## config.mk

```make
export PLATFORM = sky130hd
export DESIGN_NAME = dtf_device_flat
export DESIGN_NICKNAME = d
export VERILOG_FILES = /design/src/common/dtf_pkg.sv /design/src/common/dtf_if.sv /design/src/rtl/dtf_device.sv /design/src/flat_wrapper.sv
export SDC_FILE = /design/constraint.sdc
export NUM_CORES = 1
export LEC_CHECK = 0
export ABC_AREA = 1
export BUFFER_PORTS_ARGS = -buffer_cell sky130_fd_sc_hd__buf_2
export CORE_AREA = 2 2 189 191
export DETAILED_ROUTE_END_ITERATION = 8
export DIE_AREA = 0 0 191 193
export PLACE_DENSITY = 0.37
export SLEW_MARGIN = 10
export SYNTH_ARGS = -nofsm -noshare
export SYNTH_HDL_FRONTEND = slang
export SYNTH_SLANG_ARGS = --single-unit
```

## constraint.sdc

```tcl
create_clock -name pclk -period 3.2 [get_ports pclk]
set_input_delay 0.16 -clock pclk [delete_from_list [all_inputs] [get_ports pclk]]
set_output_delay 0.16 -clock pclk [all_outputs]
set_load 0.03 [all_outputs]
```

## src/common/dtf_pkg.sv

```systemverilog
// Shared constants and types for the trace FIFO readout and run control
package dtf_pkg;

	localparam int              FIFO_DEPTH    = 8;
	localparam int              WORD_W        = 16;

	// Register selects on the device's own port
	localparam logic [1:0]      SEL_FIFO_HIGH = 2'h0;
	localparam logic [1:0]      SEL_FIFO_LOW  = 2'h1;
	localparam logic [1:0]      SEL_CONTROL   = 2'h2;

	// Run control field positions and reset value
	localparam int              CTL_ENABLE    = 7;
	localparam int              CTL_RUN       = 6;
	localparam int              CTL_TAG       = 5;
	localparam int              CTL_BRK_EN    = 4;
	localparam int              CTL_A_DIR     = 3;
	localparam int              CTL_A_CHK     = 2;
	localparam int              CTL_B_DIR     = 1;
	localparam int              CTL_B_CHK     = 0;
	localparam logic [7:0]      CTL_RESET     = 8'h00;

	// Trigger mode codes
	localparam logic [3:0]      TRG_A_ONLY    = 4'h0;
	localparam logic [3:0]      TRG_A_OR_B    = 4'h1;
	localparam logic [3:0]      TRG_A_THEN_B  = 4'h2;
	localparam logic [3:0]      TRG_EVENT_B   = 4'h3;
	localparam logic [3:0]      TRG_A_EVENT_B = 4'h4;
	localparam logic [3:0]      TRG_A_AND_BD  = 4'h5;
	localparam logic [3:0]      TRG_A_NOT_BD  = 4'h6;
	localparam logic [3:0]      TRG_INSIDE    = 4'h7;
	localparam logic [3:0]      TRG_OUTSIDE   = 4'h8;

	localparam logic [3:0]      CNT_FULL      = 4'h8;

	// Host-side APB map
	localparam logic [11:0]     APB_COMMAND   = 12'h000;
	localparam logic [11:0]     APB_RESULT    = 12'h004;
	localparam int              CMD_SEL_LSB   = 0;
	localparam int              CMD_WRITE     = 8;
	localparam int              CMD_DATA_LSB  = 16;
	localparam int              RES_BUSY      = 31;

	typedef logic [FIFO_DEPTH-1:0][WORD_W-1:0] dtf_fifo_t;

endpackage : dtf_pkg

```

## src/common/dtf_if.sv

```systemverilog
// Register access port between the debug module and the reading party
`timescale 1ns/1ps
`default_nettype none
interface dtf_if;
	logic [1:0] sel;
	logic       rd;
	logic       wr;
	logic [7:0] wdata;
	logic [7:0] rdata;

	modport dev  (input sel, input rd, input wr, input wdata, output rdata);
	modport host (output sel, output rd, output wr, output wdata, input rdata);
endinterface : dtf_if
`default_nettype wire

```

## src/rtl/dtf_device.sv

```systemverilog
// Debug module end: trace FIFO readout, run control and trigger capture
// Contract
// - High port returns upper byte; writes ignored
// - Event-only modes: bytes only, high reads zero
// - High read never advances the FIFO
// - Low read returns low byte, then shifts unless a run is armed
// - Reader takes high byte before low byte
// - Event-only: reader repeats low-byte reads
// - Reader avoids FIFO reads during active run
// - Idle low read stores last opcode address
// - Eight words; ninth read returns first sample
// - Profiling host discards first eight reads
// - Control register accessible at any time
// - Enable bit 7; refused while secure
// - Run bit 6 starts run; completion clears
// - Writing zero to run/enable ends run
// - Bit 5 selects tag or force break
// - Bit 4 lets triggers request CPU break
// - Break: trigger in end, full in begin and in event-only modes
// - Break requests leave qualification unchanged
// - Comparator A direction check, bits 3 and 2
// - Comparator B direction check, bits 1 and 0
// - Run ends on full or on trigger
// - Codes 0011 and 0100 are event-only
`timescale 1ns/1ps
`default_nettype none
module dtf_device
	import dtf_pkg::*;
(
	// Clock and reset
	input  wire logic        pclk,
	input  wire logic        presetn,
	// Register port
	dtf_if.dev               bus,
	// Monitored CPU bus
	input  wire logic [15:0] cpu_addr,
	input  wire logic [7:0]  cpu_data,
	input  wire logic        cpu_rw,
	input  wire logic        cpu_valid,
	input  wire logic        cpu_fetch,
	input  wire logic        secure,
	// Comparator and trigger setup
	input  wire logic [15:0] cmp_a,
	input  wire logic [15:0] cmp_b,
	input  wire logic [3:0]  trig_mode,
	input  wire logic        trig_begin,
	input  wire logic        trigger_qualify_select,
	// Status and break
	output logic             break_req,
	output logic             break_tag,
	output logic             run_active_flag,
	output logic             match_a_flag,
	output logic             match_b_flag,
	output logic [3:0]       fifo_count
);
	import dtf_pkg::*;

	typedef struct packed {
		logic [7:0]  ctrl;
		dtf_fifo_t   fifo;
		logic [3:0]  cnt;
		logic [15:0] last_fetch;
		logic        a_seen;
		logic        b_seen;
		logic        started;
		logic [7:0]  rdata;
		logic        brk;
	} dtf_dev_s;

	dtf_dev_s state_reg;
	dtf_dev_s state_next;

	// Push a word into the last location, shifting toward the head
	function automatic dtf_fifo_t push(input dtf_fifo_t f, input logic [15:0] w);
		push = {w, f[FIFO_DEPTH-1:1]};
	endfunction : push

	// Comparator with optional direction qualification
	function automatic logic cmp_hit(input logic [15:0] ref_addr, input logic chk,
			input logic dir);
		cmp_hit = cpu_valid && (cpu_addr == ref_addr) && (!chk || (cpu_rw == dir))
			&& (!trigger_qualify_select || cpu_fetch);
	endfunction : cmp_hit

	logic       armed;
	logic       event_only;
	logic       ma;
	logic       mb;
	logic       trig;
	logic       store;
	logic [15:0] store_word;
	logic [7:0] w;
	logic       en_new;

	always_comb begin
		state_next = state_reg;
		state_next.brk = 1'b0;
		armed = state_reg.ctrl[CTL_ENABLE] && state_reg.ctrl[CTL_RUN];
		event_only = (trig_mode == TRG_EVENT_B) || (trig_mode == TRG_A_EVENT_B);
		ma = cmp_hit(cmp_a, state_reg.ctrl[CTL_A_CHK], state_reg.ctrl[CTL_A_DIR]);
		mb = cmp_hit(cmp_b, state_reg.ctrl[CTL_B_CHK], state_reg.ctrl[CTL_B_DIR]);
		trig = 1'b0;
		store = 1'b0;
		store_word = cpu_addr;
		w = bus.wdata;
		en_new = 1'b0;
		if (cpu_valid && cpu_fetch) begin
			state_next.last_fetch = cpu_addr;
		end
		if (armed) begin
			if (ma) begin
				state_next.a_seen = 1'b1;
			end
			if (mb) begin
				state_next.b_seen = 1'b1;
			end
			unique case (trig_mode)
				TRG_A_ONLY:    trig = ma;
				TRG_A_OR_B:    trig = ma || mb;
				TRG_A_THEN_B:  trig = state_reg.a_seen && mb;
				TRG_EVENT_B:   trig = mb;
				TRG_A_EVENT_B: trig = (state_reg.a_seen || ma) && mb;
				TRG_A_AND_BD:  trig = ma && (cpu_data == cmp_b[7:0]);
				TRG_A_NOT_BD:  trig = ma && (cpu_data != cmp_b[7:0]);
				TRG_INSIDE:    trig = cpu_valid && (cpu_addr >= cmp_a) && (cpu_addr <= cmp_b);
				TRG_OUTSIDE:   trig = cpu_valid && ((cpu_addr < cmp_a) || (cpu_addr > cmp_b));
				default:       trig = 1'b0;
			endcase
			if (event_only) begin
				store = trig;
				store_word = {8'h00, cpu_data};
			end else if (trig_begin) begin
				store = (state_reg.started || trig) && cpu_valid && cpu_fetch;
				if (trig) begin
					state_next.started = 1'b1;
				end
			end else begin
				store = cpu_valid && cpu_fetch;
			end
			if (store) begin
				state_next.fifo = push(state_reg.fifo, store_word);
				if (state_reg.cnt != CNT_FULL) begin
					state_next.cnt = state_reg.cnt + 4'h1;
				end
			end
			// Run completion and break request
			if (!event_only && !trig_begin && trig) begin
				state_next.ctrl[CTL_RUN] = 1'b0;
				state_next.brk = state_reg.ctrl[CTL_BRK_EN];
			end else if ((event_only || trig_begin) && store
					&& (state_reg.cnt == CNT_FULL - 4'h1)) begin
				state_next.ctrl[CTL_RUN] = 1'b0;
				state_next.brk = state_reg.ctrl[CTL_BRK_EN];
			end
		end
		// Register reads are registered: data and FIFO shift appear the cycle after the access
		if (bus.rd) begin
			unique case (bus.sel)
				SEL_FIFO_HIGH: begin
					state_next.rdata = event_only ? 8'h00 : state_reg.fifo[0][15:8];
				end
				SEL_FIFO_LOW: begin
					state_next.rdata = state_reg.fifo[0][7:0];
					if (!armed) begin
						state_next.fifo = push(state_reg.fifo, state_reg.last_fetch);
					end
				end
				SEL_CONTROL: begin
					state_next.rdata = state_reg.ctrl;
				end
				default: begin
					state_next.rdata = 8'h00;
				end
			endcase
		end
		// Only the control register accepts writes
		if (bus.wr && (bus.sel == SEL_CONTROL)) begin
			en_new = w[CTL_ENABLE] && !secure;
			state_next.ctrl = w;
			state_next.ctrl[CTL_ENABLE] = en_new;
			state_next.ctrl[CTL_RUN] = w[CTL_RUN] && en_new;
			if (w[CTL_RUN] && en_new && !armed) begin
				state_next.cnt = 4'h0;
				state_next.a_seen = 1'b0;
				state_next.b_seen = 1'b0;
				state_next.started = 1'b0;
			end
		end
	end

	always_ff @(posedge pclk or negedge presetn) begin
		if (!presetn) begin
			state_reg <= '0;
			state_reg.ctrl <= CTL_RESET;
		end else begin
			state_reg <= state_next;
		end
	end

	assign bus.rdata = state_reg.rdata;
	assign break_req = state_reg.brk;
	assign break_tag = state_reg.ctrl[CTL_TAG];
	assign run_active_flag = state_reg.ctrl[CTL_ENABLE] && state_reg.ctrl[CTL_RUN];
	assign match_a_flag = state_reg.a_seen;
	assign match_b_flag = state_reg.b_seen;
	assign fifo_count = state_reg.cnt;

endmodule : dtf_device
`default_nettype wire

```

## src/flat_wrapper.sv

```systemverilog
// flat-port wrapper written by rule: the top's interface ports become plain ports
module dtf_device_flat import dtf_pkg::*;
  (pclk, presetn, cpu_addr, cpu_data, cpu_rw, cpu_valid, cpu_fetch, secure, cmp_a, cmp_b, trig_mode, trig_begin, trigger_qualify_select, break_req, break_tag, run_active_flag, match_a_flag, match_b_flag, fifo_count, bus_sel, bus_rd, bus_wr, bus_wdata, bus_rdata);
  dtf_if bus_i ();
  input  wire logic pclk;
  input  wire logic presetn;
  input  wire logic [15:0] cpu_addr;
  input  wire logic [7:0] cpu_data;
  input  wire logic cpu_rw;
  input  wire logic cpu_valid;
  input  wire logic cpu_fetch;
  input  wire logic secure;
  input  wire logic [15:0] cmp_a;
  input  wire logic [15:0] cmp_b;
  input  wire logic [3:0] trig_mode;
  input  wire logic trig_begin;
  input  wire logic trigger_qualify_select;
  output logic break_req;
  output logic break_tag;
  output logic run_active_flag;
  output logic match_a_flag;
  output logic match_b_flag;
  output logic [3:0] fifo_count;
  input wire logic [$bits(bus_i.sel)-1:0] bus_sel;
  input wire logic [$bits(bus_i.rd)-1:0] bus_rd;
  input wire logic [$bits(bus_i.wr)-1:0] bus_wr;
  input wire logic [$bits(bus_i.wdata)-1:0] bus_wdata;
  output wire logic [$bits(bus_i.rdata)-1:0] bus_rdata;
  assign bus_i.sel = bus_sel;
  assign bus_i.rd = bus_rd;
  assign bus_i.wr = bus_wr;
  assign bus_i.wdata = bus_wdata;
  assign bus_rdata = bus_i.rdata;
  dtf_device u_core (.pclk(pclk), .presetn(presetn), .bus(bus_i), .cpu_addr(cpu_addr), .cpu_data(cpu_data), .cpu_rw(cpu_rw), .cpu_valid(cpu_valid), .cpu_fetch(cpu_fetch), .secure(secure), .cmp_a(cmp_a), .cmp_b(cmp_b), .trig_mode(trig_mode), .trig_begin(trig_begin), .trigger_qualify_select(trigger_qualify_select), .break_req(break_req), .break_tag(break_tag), .run_active_flag(run_active_flag), .match_a_flag(match_a_flag), .match_b_flag(match_b_flag), .fifo_count(fifo_count));
endmodule
```

# Word-level counts from Yosys, hierarchy flattened
# Index checks and enable logic that the tools add are counted.
word_totals:
  reg_bits: 168
  latchBits: 0
  mem_bits_rw: 0
  mem_bits_ro: 0
  inputBits: 80
  word_cells: 117
  mem_count: 0
classes:
  n_addsub: 1
  mul: 0
  div: 0
  magnitude_cmp: 4
  n_eq_ne: 18
  n_shift: 0
  n_mux: 31
  n_bitwise: 0
  reduce_logical: 46
ops:
  columns: ["op", "n"]
  rows:
  - ["128-bit 2-to-1 mux", 3]
  - ["132-bit 2-to-1 mux", 2]
  - ["16-bit == test", 2]
  - ["1-bit logical AND", 25]
  - ["8-bit one-hot mux with 3 select lines", 1]
  - ["4-bit by 3-bit == test with 1-bit output, second input constant", 5]
  - ["16-bit greater-or-equal comparator", 1]
  - ["16-bit greater-than comparator", 1]
  - ["16-bit <= comparator", 1]
  - ["16-bit less-than comparator", 1]
  - ["16-bit 2-to-1 mux", 1]
  - ["1-bit 2-to-1 mux", 15]
  - ["4-bit 2-to-1 mux", 3]
  - ["1-bit logical OR", 9]
  - ["3-bit 2-to-1 mux", 3]
  - ["1-bit one-hot mux with 9 select lines", 1]
  - ["4-bit by 2-bit == test with 1-bit output, second input constant", 2]
  - ["8-bit == test", 1]
  - ["8-bit 2-to-1 mux", 1]
  - ["8-bit inequality test", 1]
  - ["1-bit zero test", 7]
  - ["7-bit 2-to-1 mux", 1]
  - ["4-bit by 1-bit adder with 4-bit output, second input constant", 1]
  - ["4-bit by 1-bit == test with 1-bit output, second input constant", 1]
  - ["other kinds (10)", 11]

# Longest topological paths before layout
# Gate-level depths: netlist (run 1).
depth:
  ltp_word: 20
  depth_mapped: 25
  depth_no_buf: 24

# Least setup slack after synthesis (run 1)
# No wires, ideal clock.
synth_path:
  kind: "input-to-reg"
  start: "input port cmp_a[15]"
  end: "register u_core.state_reg[100] (netlist bit)"
  setup_time_ns: 0.117
  t_arrival_ns: 1.971
  required_ns: 3.083
  slack_ns: 1.112
  cell_stages: 21
  path_buffers: 2
  path_cell_list: "inv_1 ha_1 nand2_1 nor2_2 nand3_1 nor2_2 nand2_2 nand2_1 nand2_1 nand2_1 nand2_1 nand2_1 nor2_1 nand3_1 nand2_2 nand2_2 nand2_4 buf_4 buf_2 nand3_1 nand2_1"
synth_rtl:
  columns: ["item", "line", "source"]
  rows:
  - ["from (decl)", "flat_wrapper.sv:13", "input wire logic [15:0] cmp_a;"]
  - ["to (signal assigned)", "dtf_device.sv:196", "state_reg <= state_next;"]
  - ["to (decl)", "dtf_device.sv:70", "dtf_dev_s state_reg;"]

==> results of run 1 <==
==> layout by cell type, fill, tap and decap left out, types with 7 or more instances in the layout <==
cell type / instances
a21oi_1: 27
buf_2: 95
buf_4: 12
clkbuf_16: 17
dfrtp_1: 168
dlygate4sd3_1: 7
ha_1: 34
inv_1: 119
mux2_2: 8
nand2_1: 337
nand3_1: 136
nor2_1: 49
nor3_1: 10
o21ai_0: 49
o21ai_1: 17
or2_2: 11
xnor2_1: 8
==> logic make-up (layout without fill, tap and decap cells) <==
group / count (synthesis) / in the layout / synth area share, %
xor gates and xnor gates: 9 / 9 / 0.919
DFF: 168 / 168 / 49.0
and+or+nand+nor: 562 / 562 / 27.8
AOI/OAI and AO/OA: 101 / 101 / 6.11
buffers and inverters: 187 / 274 / 10.2
adders and majority gates: 34 / 34 / 4.96
muxes: 8 / 8 / 1.05
==> area by class of cell <==
cell class,count,area share (%)
Clock buffer,18,4.25
Sequential cell,168,41.7
Inverter,122,4.54
Timing Repair Buffer,120,7.40
Clock inverter,14,1.60
Tap cell,461,5.72
Multi-Input combinational cell,714,34.8
==> power breakdown <==
| part | switching [uW] | internal (uW) | leakage [uW] |
|---|---|---|---|
| registers | 279 | 2610 | 0.00216 |
| clock network | 941 | 1170 | 0.000285 |
| logic | 660 | 436 | 0.00291 |
| total | 1880 | 4220 | 0.00536 |
==> critical path: cells and delay by family, from the launching register on <==
family / cells / cell delay [ns]
simple gates: 15 / 1.54
buf+inv: 2 / 0.47
flops: 1 / 0.43
==> stage by stage <==
stage                     util [%]  power, uW
after floorplan                  -       3680
after CTS                     28.9       6220
final                         28.9       6100
after detailed placement      27.0       4050
after global placement        27.0       4030
after global routing          28.9       6510
==> path summary, 6_finish.rpt <==
path                       cells past startpoint                    end                   from
hold / removal                                 4  u_core.state_reg[167]                 secure
setup reg to reg                              17  u_core.state_reg[151]  u_core.state_reg[161]
max in group asynchronous                      3   u_core.state_reg[12]                presetn
setup / recovery                              17  u_core.state_reg[151]  u_core.state_reg[161]
hold reg to reg                                2  u_core.state_reg[120]  u_core.state_reg[136]
min in group asynchronous                      2    u_core.bus.rdata[4]                presetn
==> layer usage <==
layer / vias to the layer above / wire length [um] / part of all wire [%] / GRT usage, %
met2: 92 / 10400 / 46 / 20.8
li1: 3528 / - / - / -
met3: 16 / 632 / 2.8 / 2.21
met1: 3194 / 11400 / 50 / 17.7
met5: - / 0 / 0 / 0
met4: 0 / 279 / 1.2 / 3.70
==> results by stage, run 1 <==
STA:
- The achievable frequency is around 390 MHz.
- In this run the tightest slew margin relative to its limit is approximately half.
- The final setup violation count is 0.
- Hold timing on the final database bottoms out at a slack of between 0.015 and 0.02 ns.
- Between clock sinks in the finished design, the worst skew comes to roughly 0.014 ns.
- The slack of the critical path is ~0.64 ns.
- Setup repair after global routing left no endpoint under its margin.
- The final critical-path share of the clock period is 79.8%.
- The max-slew violation count is 0.
- The shortest clock period the worst path allows after layout is 2.56 ns.
- Setup total negative slack on the finished layout was measured at 0 ns.
- The total count of hold-check failures in the final report is 0.
- The actual transition at the worst max-transition pin is about 0.76 ns.

Finish:
- The filler cell count is 3,860.
- 0 antenna diodes ended up in the layout.
- Summing all multi-input logic gate instances after layout gives between 3000 and 4000 sq um.
- After the last flow step, the layout net total stands at ~1,300.
- The final non-filler cell area is 10,100 sq um.
- The growth of design area from synthesis to finish is 17.7%.
- Excluding fillers, the count of instances in the completed layout stands at 1,617.
- Across the whole layout, storage elements account for between 4000 and 5000 sq um.
- The register with the most flip-flops in the layout has 152 of them.
- Cells with a size suffix above 1 make up ~15% of the layout.

Global routing:
- The final global-route overflow total is 0.
- The via count of the first global-routing pass is a little over 7,000.
- The pin count of the biggest net entering global routing is ~110.
- The number of antenna violations at the first check in global routing is 0.
- The first-pass GRT wire length is roughly 38,000 um.
- Global routing consumed, over all layers together, 12.9% of the routing resources.

Synth:
- In the post-synthesis netlist, the cell with the most instances is nand2_1.
- The flop and latch count out of synthesis is between 150 and 200.
- The number of distinct standard cells referenced by the synthesized netlist is 36.
- Counting flops with a built-in enable in the synthesized netlist gives 0.
- The fraction of synthesized cell area taken by the top area cell type is 49.0%.
- After technology mapping, the gate count stands at between 1,000 and 1,500.
- After synthesis, the cell types taking the most area are dfrtp_1 49%, nand2_1 15%, nand3_1 8.0%.
- The commonest cells after synthesis are 337 x nand2_1, 168 x dfrtp_1, 137 x nand3_1, 119 x inv_1.
- Among all flip-flop cells after synthesis, the most frequent one is dfrtp_1.
- Counting flops with an async set or reset pin after synthesis yields a share of between 90% and 100%.
- Sequential elements use 49.0% of the synthesized area.
- The mapped netlist covers 8570 sq um.
- A synthesized cell averages ~8.0 sq um.
- The number of nets handed over by synthesis was ~1,200.
- Summed over all instances, the cell type with the most area after synthesis is dfrtp_1.
- The number of warnings reported in the yosys synthesis log is 0.

Critical path:
- Data on the critical path is required at its endpoint by around 3.6 ns.
- The maximum fanout along the worst path is roughly 110.
- On the critical path, the stage with the largest delay is an instance of dfrtp_1.
- The most numerous cell type found on the critical path is nand2_1.
- For flop-to-flop paths, the worst setup slack is 0.64 ns.
- By startpoint and endpoint, the worst setup path is classified as flip-flop to flip-flop.
- The delay of the slowest critical-path stage is around 0.43 ns.
- The element type at the critical path end is a flip-flop.
- STA classifies the critical path startpoint as a flip-flop.
- Walking the worst path, the cells encountered are nor2_1, nor2_1, nand2_1, nand4_1, nor2_1, nand2_1, nand2_1, nor2_1, nand3_1, nand2_2, nand2_2, nand2_4, buf_12, nand2_1, nand3_1, nand2_1, inv_1.
- Data on the critical path arrives at its endpoint at approximately 2.9 ns.

Run:
- The max-capacitance violation count is 0.

Power:
- The leakage power figure is roughly 0.0054 uW.
- VDD sags by at most 0.000297 V.
- In this run the power density over the cells is a little over 600 nW/um^2.

Die:
- The I/O pin count is 97.
- The core region is between 30,000 and 40,000 sq um.
- Once the floorplan was initialized, standard cells occupied approximately 25% of the core.
- The number of rows in the core area is 69.
- The height of the die is approximately 190 um.
- The total die area is about 37,000 sq um.
- Measured along the x axis, the die boundary spans approximately 190 um.

Route:
- The final wirelength is approximately 23,000 um.
- Summing over every cut layer, the via total after detailed routing is just under 7,000.
- After detailed routing, the number of vias per cell comes to roughly 4.2.
- The first routing iteration left between 400 and 500 violations.
- For this run, design rule violations remaining after detail routing come to 0.
- In this run the remaining antenna-violating nets after routing total 0.
- Dividing the detail-routed wire length by the instance count gives approximately 14 um.
- The first-pass iteration count of the detailed router is 4.

Place:
- The wire-length estimate of the detail-placed layout is approximately 16,000 um.
- In this run, placement finished with an instance count of approximately 1,600.
- The cell area after placement is 9430 sq um.
- The worst setup slack before clock tree synthesis is 0.333 ns.
- Port buffering added 96 buffers.
- The routability congestion estimate from global placement is 0.815.

CTS:
- The clock passes through at most 2 buffers.
- The number of buffers inserted for hold repair after clock tree synthesis is 7.
- The root buffer cell chosen for the clock tree is clkbuf_16.
- The number of levels the H-tree was split into is 4.
- The number of sinks driven by the clock tree is around 170.
- The count of instances resized after the clock tree is built is 0.
- TritonCTS built the clock tree.
- Buffers inserted during clock tree synthesis total 17.
- Once the clock tree was built, the setup fixing pass inserted 0 buffers.
- At the later pin of the worst-skew pair, clock insertion delay measures 0.43 ns.
- After clock tree synthesis, the clock-pin slew on the worst setup and hold paths is roughly 0.08 ns.

Worst hold path:
- The classification of the worst-slack hold path is primary input to flip-flop.

Status:
- The flow ran to the end, and the final reports show no timing, DRC or antenna violations.
Power figures use the tool's default switching activity.
==> run 2, diff against run 1 <==
ABC_AREA = 0   (was 1)
CORE_AREA = 2 2 186 188   (was 2 2 189 191)
DIE_AREA = 0 0 188 190   (was 0 0 191 193)
PLACE_DENSITY = 0.39   (was 0.37)
clock period = 2.2 ns   (was 3.2 ns; I/O delays follow)
==> run 2 against run 1 <==
Against the previous run: the run now ends with negative setup slack left; highest routed layer unchanged; critical endpoint is now u_core.state_reg[166]; combinational power rose by 140%; sequential power is 68% higher; area after synthesis is 3.0% lower; via count decreased by 20%; die area shrank 3.1%.
==> results by stage, run 2 <==
Finish:
- The library cell used most frequently in the layout, excluding fill and tap cells, is dfrtp_1.
- The net count of the finished layout is 971.
- The flip-flop count of the largest register after layout is roughly 150.
- Of the cells placed in the final design, the portion with a size suffix greater than 1 is about half.
- Fill cells in the final layout number between 3,000 and 4,000.
- Summing all multi-input logic gate instances after layout gives 4150 sq um.
- The area taken by flip-flops and latches is 4200 sq um.
- The number of antenna diodes in the final layout is 0.
- The library cells used most frequently in the layout, excluding fill and tap cells, are 168 x dfrtp_1, 106 x mux2_4, 86 x buf_4.
- From synthesis to final layout, the design area changed by 41.0%.
- The number of standard cells in the final layout excluding fillers is ~1,300.

STA:
- The shortest clock period the worst path allows after layout is 2.55 ns.
- The final setup violation count is roughly 130.
- The final critical-path share of the clock period is 116%.
- The total count of hold-check failures in the final report is 0.
- The achievable frequency is between 300 and 400 MHz.
- Between clock sinks in the finished design, the worst skew comes to approximately 0.012 ns.
- For the pin with the worst max-slew slack, the measured transition is between 0.6 and 0.7 ns.
- The final setup TNS is -39.33 ns.
- The max-slew violation count is 0.
- Headroom to the max-slew limit came out at 57.9%.
- Setup repair after global routing could not meet its margin everywhere.
- Across all setup checks in the final design, the least slack found is -0.354 ns.

Synth:
- After synthesis the cells add up to 8320 sq um.
- The most used flip-flop cell after synthesis is dfrtp_1.
- After synthesis, the cell types taking the most area are dfrtp_1 51%, mux2_4 17%, mux2_2 5.6%.
- The most common cell in the synthesized netlist is dfrtp_1.
- The fraction of synthesized cell area taken by the top area cell type is 50.5%.
- The Yosys step of the flow raised 0 warnings.
- Sorting the synthesized cells by how often they occur yields 168 x dfrtp_1, 92 x mux2_4, 45 x a21oi_1, 41 x inv_1, 41 x mux2_2.
- In this run the mean area of a mapped cell was around 13 sq um.
- The post-synthesis cell type with the largest combined area is dfrtp_1.
- After synthesis, the netlist uses 49 different library cells.
- The share of synthesized registers carrying an async set or reset is between 90% and 100%.
- The sequential-to-total area share from yosys stat is approximately 50%.
- Counting every net in the synthesized netlist gives ~760.
- The number of enable flip-flop cells after synthesis is 0.
- After synthesis the netlist holds a flip-flop and latch count of 168.
- The synthesized instance count is around 650.

Global routing:
- The met3 track demand over resource in global routing is 2.29%.
- The total overflow left after global routing is 0.
- The met1 layer usage reported by global route is around 16%.
- The via count of the first global-routing pass was ~5,800.
- The number of antenna violations at the first check in global routing was 0.
- The pin count of the biggest net entering global routing is 61.
- The first global-routing pass estimated between 30,000 and 40,000 um of wire.
- The global router's overall resource usage is between 10% and 20%.
- The busiest layer in global routing is met2.
- Global routing consumed, on the met2 layer, about 18% of the routing resources.

Place:
- Port buffering added 96 buffers.
- The placed wire-length estimate is around 14,000 um.
- The number of cells in the design after placement is 1,244.
- Routability-driven placement finished with a final weighted congestion of 0.749.

CTS:
- The master cell of the clock root buffer is clkbuf_16.
- TritonCTS built the clock tree.
- Counting along the longest clock path gives a buffer depth of 2.
- The number of levels the H-tree was split into is 4.
- After clock tree synthesis, the clock-pin slew on the worst setup and hold paths is around 0.08 ns.
- The clock latency reported for the late side of the worst-skew pair is between 0.4 and 0.5 ns.
- The tree built by TritonCTS fans out to around 170 sinks.
- The number of clock buffers inserted by TritonCTS is 17.

Die:
- The number of rows in the core area is 68.
- The height of the die is about 190 um.
- Pin placement for this block handled just under 100 I/O pins.
- After floorplanning, the core was sized to cover 33,900 sq um.
- The total die area is roughly 36,000 sq um.
- The horizontal extent of the die is between 150 and 200 um.
- The initial utilization of the core area, before any placement, comes to 24.5%.

Power:
- The total power divided by cell area is approximately 900 nW/um^2.
- In this run the static leakage power is ~0.0057 uW.
- The worst-case IR drop observed on VDD is 0.000541 V.

Route:
- The detail route stage leaves a number of antenna-violating nets equal to 0.
- The number of vias after detailed routing is about 5,500.
- Before antenna repair, the detailed router went through 6 iterations.
- The average via count per standard cell is ~4.1.
- The remaining routing DRC violations is 0.
- Summed over all layers, the routed wires come to 20,300 um.
- The routed length per placed instance is ~15 um.
- For this block, the initial DRC count from the detailed router was 202.

Status:
- The flow ran to the end, but the final reports show violations.
- The checks that failed: negative setup slack.

Worst hold path:
- The classification of the worst-slack hold path is primary input to flip-flop.

Run:
- The tool flagged a number of max-cap violations equal to 0.

Critical path:
- The worst setup path is captured at a flip-flop.
- The setup path with the least slack is of type primary input to flip-flop.
- The sort of element at the start of the critical path is a primary input.
- For the worst setup path, the data arrival time is between 2 and 3 ns.
- Along the worst path, the maximum fanout reaches 6.
- At the worst endpoint, the required time is roughly 2.5 ns.
## run 2: final cells by class
type	count	area share [%]
flip-flops and latches	168	35.9
clock buffers	18	3.66
inverters	41	1.57
multi-input cells	401	35.4
repair buffers	228	17.3
well taps	455	4.86
clock inverters	14	1.37
## run 2: kinds of logic (layout without fill, tap and decap cells)
family	Yosys count	after routing	synth area share, %
flip-flops	168	168	50.5
multiplexers	141	141	23.1
AND/OR/NAND/NOR	121	122	7.37
AO/OA/AOI/OAI	94	94	7.66
buffers and inverters	79	301	5.13
adder cells (fa/ha/maj)	34	34	5.12
XOR/XNOR	10	10	1.05
## run 2: worst max-delay path, stage by stage
cell	delay, ns
buf_8	0.11
ha_4	0.26
nand4_1	0.12
buf_6	0.16
nor4_4	0.38
nand3_2	0.18
a211o_1	0.35
a21oi_4	0.21
o31ai_4	0.11
buf_4	0.15
buf_6	0.11
buf_12	0.12
o31a_1	0.27
a31o_2	0.21
## run 2: what timing repair did
item                       in CTS  in global routing
cloned                          6                  6
hold endpoints to repair       68                  0
buffers inserted               15                  9
hold buffers                   15                  0
resized for setup              48                 53
setup endpoints to repair     134                134
pin swaps                      17                 17
## run 2: final timing paths
path	start	end	slack (ns)	cells past startpoint
worst max register to register	u_core.state_reg[161]	u_core.state_reg[42]	-0.34	11
min in group asynchronous	presetn	u_core.state_reg[78]	0.23	2
worst min register to register	u_core.state_reg[23]	u_core.state_reg[155]	0.47	2
worst max-delay path	cpu_addr[11]	u_core.state_reg[166]	-0.35	14
max in group asynchronous	presetn	u_core.state_reg[163]	1.27	3
worst min-delay path	cpu_addr[10]	u_core.state_reg[154]	0.03	4
## run 2: metrics by stage
step | instance area, sq um | worst slack, ns | hold WS [ns] | util (%) | total power (uW)
floorplan | 8640 | -0.381 | -0.186 | - | 6590
global placement | 10100 | -0.814 | 0.151 | 29.7 | 7290
detailed placement | 10100 | -0.843 | 0.146 | 29.7 | 7350
CTS | 11300 | -0.297 | 0.000237 | 33.2 | 10500
global route | 11700 | -0.479 | 0.0180 | 34.5 | 11100
finish | 11700 | -0.354 | 0.0347 | 34.5 | 10500
## run 2: routing by layer
metal	vias to the layer above	share of wire (%)
li1	2726	-
met1	2652	50
met2	93	46
met3	10	2.9
met4	0	1.1
met5	-	0
## run 2: power breakdown
part / switching [uW] / total (uW) / internal, uW
sequential: 687 / 4850 / 4170
clock: 1320 / 3020 / 1710
combinational: 851 / 2650 / 1800
==> run 3, diff against run 2 <==
CAP_MARGIN = 15   (was not set)
HOLD_SLACK_MARGIN = 0.08   (was not set)
==> run 3 against run 2 <==
Against the previous run: the run still ends with negative setup slack left; non-clock buffer count up 9; sequential cell count did not move; sequential power about the same.
==> results by stage, run 3 (synthesis results as in run 2) <==
Worst hold path:
- The worst hold path belongs to the class primary input to flip-flop.

Critical path:
- The critical path required time is 2.51 ns.
- The kind of cell adding the most delay to the critical path is compound AO/OA/AOI/OAI gates.
- At the worst endpoint, the arrival time is 2.87 ns.
- The combined buffer and inverter count along the critical path is 5.
- The worst setup path is captured at a flip-flop.
- The critical path class is primary input to flip-flop.
- On the worst path, the slowest cell contributes a delay of about 0.38 ns.
- Among all stages on the critical path, the largest delay is contributed by nor4_4.
- The sort of element at the start of the critical path is a primary input.
- Traced cell by cell, the critical path runs through buf_8, ha_4, nand4_1, buf_6, nor4_4, nand3_2, a211o_1, a21oi_4, o31ai_4, buf_4, buf_6, buf_12, o31a_1, a31o_2.
- The cell seen most often among critical-path stages is buf_6.
- In this run the worst path has a maximum fanout of 6.

STA:
- The max-slew violation count was 0.
- The actual transition at the worst max-transition pin is 0.630 ns.
- Between clock sinks in the finished design, the worst skew comes to 0.0113 ns.
- The total count of hold-check failures in the final report is 0.
- Setup total negative slack on the finished layout was measured at -38.50 ns.
- Headroom to the max-slew limit came out at roughly three fifths.
- Setup violations remaining at the end of the flow were counted as between 100 and 150.
- For the finished layout, the period the worst path requires is 2.56 ns.
- Setup slack on the critical path of the routed design comes to -0.359 ns.
- The final critical-path share of the clock period is 116%.
- The achievable frequency is a little under 400 MHz.
- Setup repair after global routing could not meet its margin everywhere.

Power:
- The total power divided by cell area is 893 nW/um^2.
- Total power for the finished layout comes to ~11,000 uW.
- Across the VDD grid, the largest voltage drop is approximately 0.00054 V.
- The leakage power figure is approximately 0.0058 uW.

Die:
- The placeable core area is 33,900 sq um.
- The die is 190 um tall.
- Measured along the x axis, the die boundary spans between 150 and 200 um.
- The initial cell density of the core is around a quarter.
- The die covers 35,700 sq um.
- 97 I/O pins were placed.
- The number of rows in the core area is 68.

Place:
- Detailed placement ended at an HPWL of about 14,000 um.
- The cell area after placement is 10,100 sq um.
- The quantity of I/O buffers inserted on ports is 96.
- At the placement stage, the worst setup path has a slack of -0.843 ns.
- At the end of routability-driven placement, the weighted congestion stood at between 0.7 and 0.8.
- After detailed placement, the design holds a cell count of roughly 1,200.

Finish:
- The library cell used most frequently in the layout, excluding fill and tap cells, is dfrtp_1.
- After routing the design area is 11,800 sq um.
- The net count of the finished layout is a little under 1,000.
- After the flow finishes, the layout carries non-filler instances totaling 1,334.
- The filler cell count is approximately 3,400.
- In the layout the commonest cells are 168 x dfrtp_1, 106 x mux2_4, 86 x buf_4.
- The fraction of layout cells with a size suffix above 1 is between 50 and 60%.
- The number of antenna diodes is 0.
- The area growth from synthesis to layout is 41.9%.
- Summing all flip-flop and latch instances after layout gives 4200 sq um.
- The multi-input combinational cells in the finished layout cover a total of 4130 sq um.
- The flip-flop count of the largest register after layout is 152.

Status:
- The flow ran to the end, but the final reports show violations.
- The checks that failed: negative setup slack.

Global routing:
- The via count of the first global-routing pass was 5,887.
- The pin count of the biggest net entering global routing is 61.
- The number of antenna violations at the first check in global routing came to 0.
- The global router's overall resource usage is a little under an eighth.
- Global routing finished with a remaining overflow of 0.
- The first global-routing pass estimated about 32,000 um of wire.

Route:
- In this run, the number of DRC markers left after iteration 0 of detailed routing was just under 200.
- Summed over all layers, the routed wires come to between 20,000 and 25,000 um.
- The first-pass iteration count of the detailed router is 5.
- The detailed router placed 5,493 vias in this run.
- After detailed routing, the number of remaining DRC violations is 0.
- Using the TritonRoute via totals, the vias-per-cell ratio works out to roughly 4.
- The count of nets left with antenna violations once routing finished came out at 0.
- After detailed routing, the average wire length per cell comes to 15.2 um.

CTS:
- Clock latency on the worst-skew pair, taken at its later pin, is approximately 0.42 ns.
- The CTS tree is done.
- Clock tree synthesis found a total of roughly 170 sinks.
- The CTS clock-pin slew for the worst setup and hold paths is about 0.070 ns.
- The number of clock buffers inserted by TritonCTS is 17.
- The number of levels the H-tree was split into is 4.
- The master cell of the clock root buffer is clkbuf_16.
- The buffer depth of the longest clock path is 2.

Run:
- The tool flagged a number of max-cap violations equal to 0.
==> run 3: what timing repair did <==
action,CTS,global route
endpoints found under the hold margin,91,0
cloned,6,6
hold buffers,24,0
pin swaps,17,17
setup buffers,15,9
endpoints found under the setup margin,134,134
resized for setup,48,52
==> run 3: final timing paths <==
check / start / cells past startpoint / slack (ns) / to
setup / recovery: cpu_addr[11] / 14 / -0.36 / u_core.state_reg[166]
hold / removal: cpu_addr[1] / 3 / 0.09 / u_core.state_reg[13]
setup reg to reg: u_core.state_reg[161] / 11 / -0.34 / u_core.state_reg[42]
hold reg to reg: u_core.state_reg[23] / 2 / 0.47 / u_core.state_reg[155]
max in group asynchronous: presetn / 3 / 1.27 / u_core.state_reg[163]
min in group asynchronous: presetn / 2 / 0.22 / u_core.state_reg[78]
==> run 3: final cells by class <==
cell class / count / area share [%]
clock inverter: 14 / 1.36
sequential: 168 / 35.6
timing repair buffer: 237 / 18.0
tap: 455 / 4.82
inverter: 41 / 1.56
clock buffer: 18 / 3.64
multi-input combinational: 401 / 35.0
==> run 3: layer usage <==
metal | GRT usage, % | part of all wire, % | vias to the layer above
met5 | 0 | 0 | -
met1 | 16.3 | 50 | 2650
met3 | 2.29 | 2.9 | 10
met4 | 3.24 | 1.1 | 0
met2 | 18.1 | 45 | 95
li1 | - | - | 2738
==> run 3: worst reg2reg max path: cells and delay by family, from the launching register on <==
kind                   cells  cell delay, ns
AO/OA/AOI/OAI              3            0.58
XOR/XNOR                   1            0.13
buffers and inverters      2            0.36
flip-flops                 1            0.40
multiplexers               1            0.34
AND/OR/NAND/NOR            4            0.61
==> run 3: stage by stage <==
| stage | utilization, % | hold WS, ns |
|---|---|---|
| 2_1_floorplan | - | -0.186 |
| 3_3_place_gp | 29.7 | 0.151 |
| 3_5_place_dp | 29.7 | 0.146 |
| 4_1_cts | 33.5 | 0.100 |
| 5_1_grt | 34.8 | 0.0832 |
| 6_report | 34.8 | 0.0874 |
==> run 3: report_power, final <==
group | leakage [uW] | internal (uW) | total [uW] | switching (uW)
Clock | 0.000287 | 1710 | 3030 | 1320
Sequential | 0.00214 | 4170 | 4850 | 686
Combinational | 0.00333 | 1810 | 2660 | 852
Total | 0.00576 | 7680 | 10500 | 2860
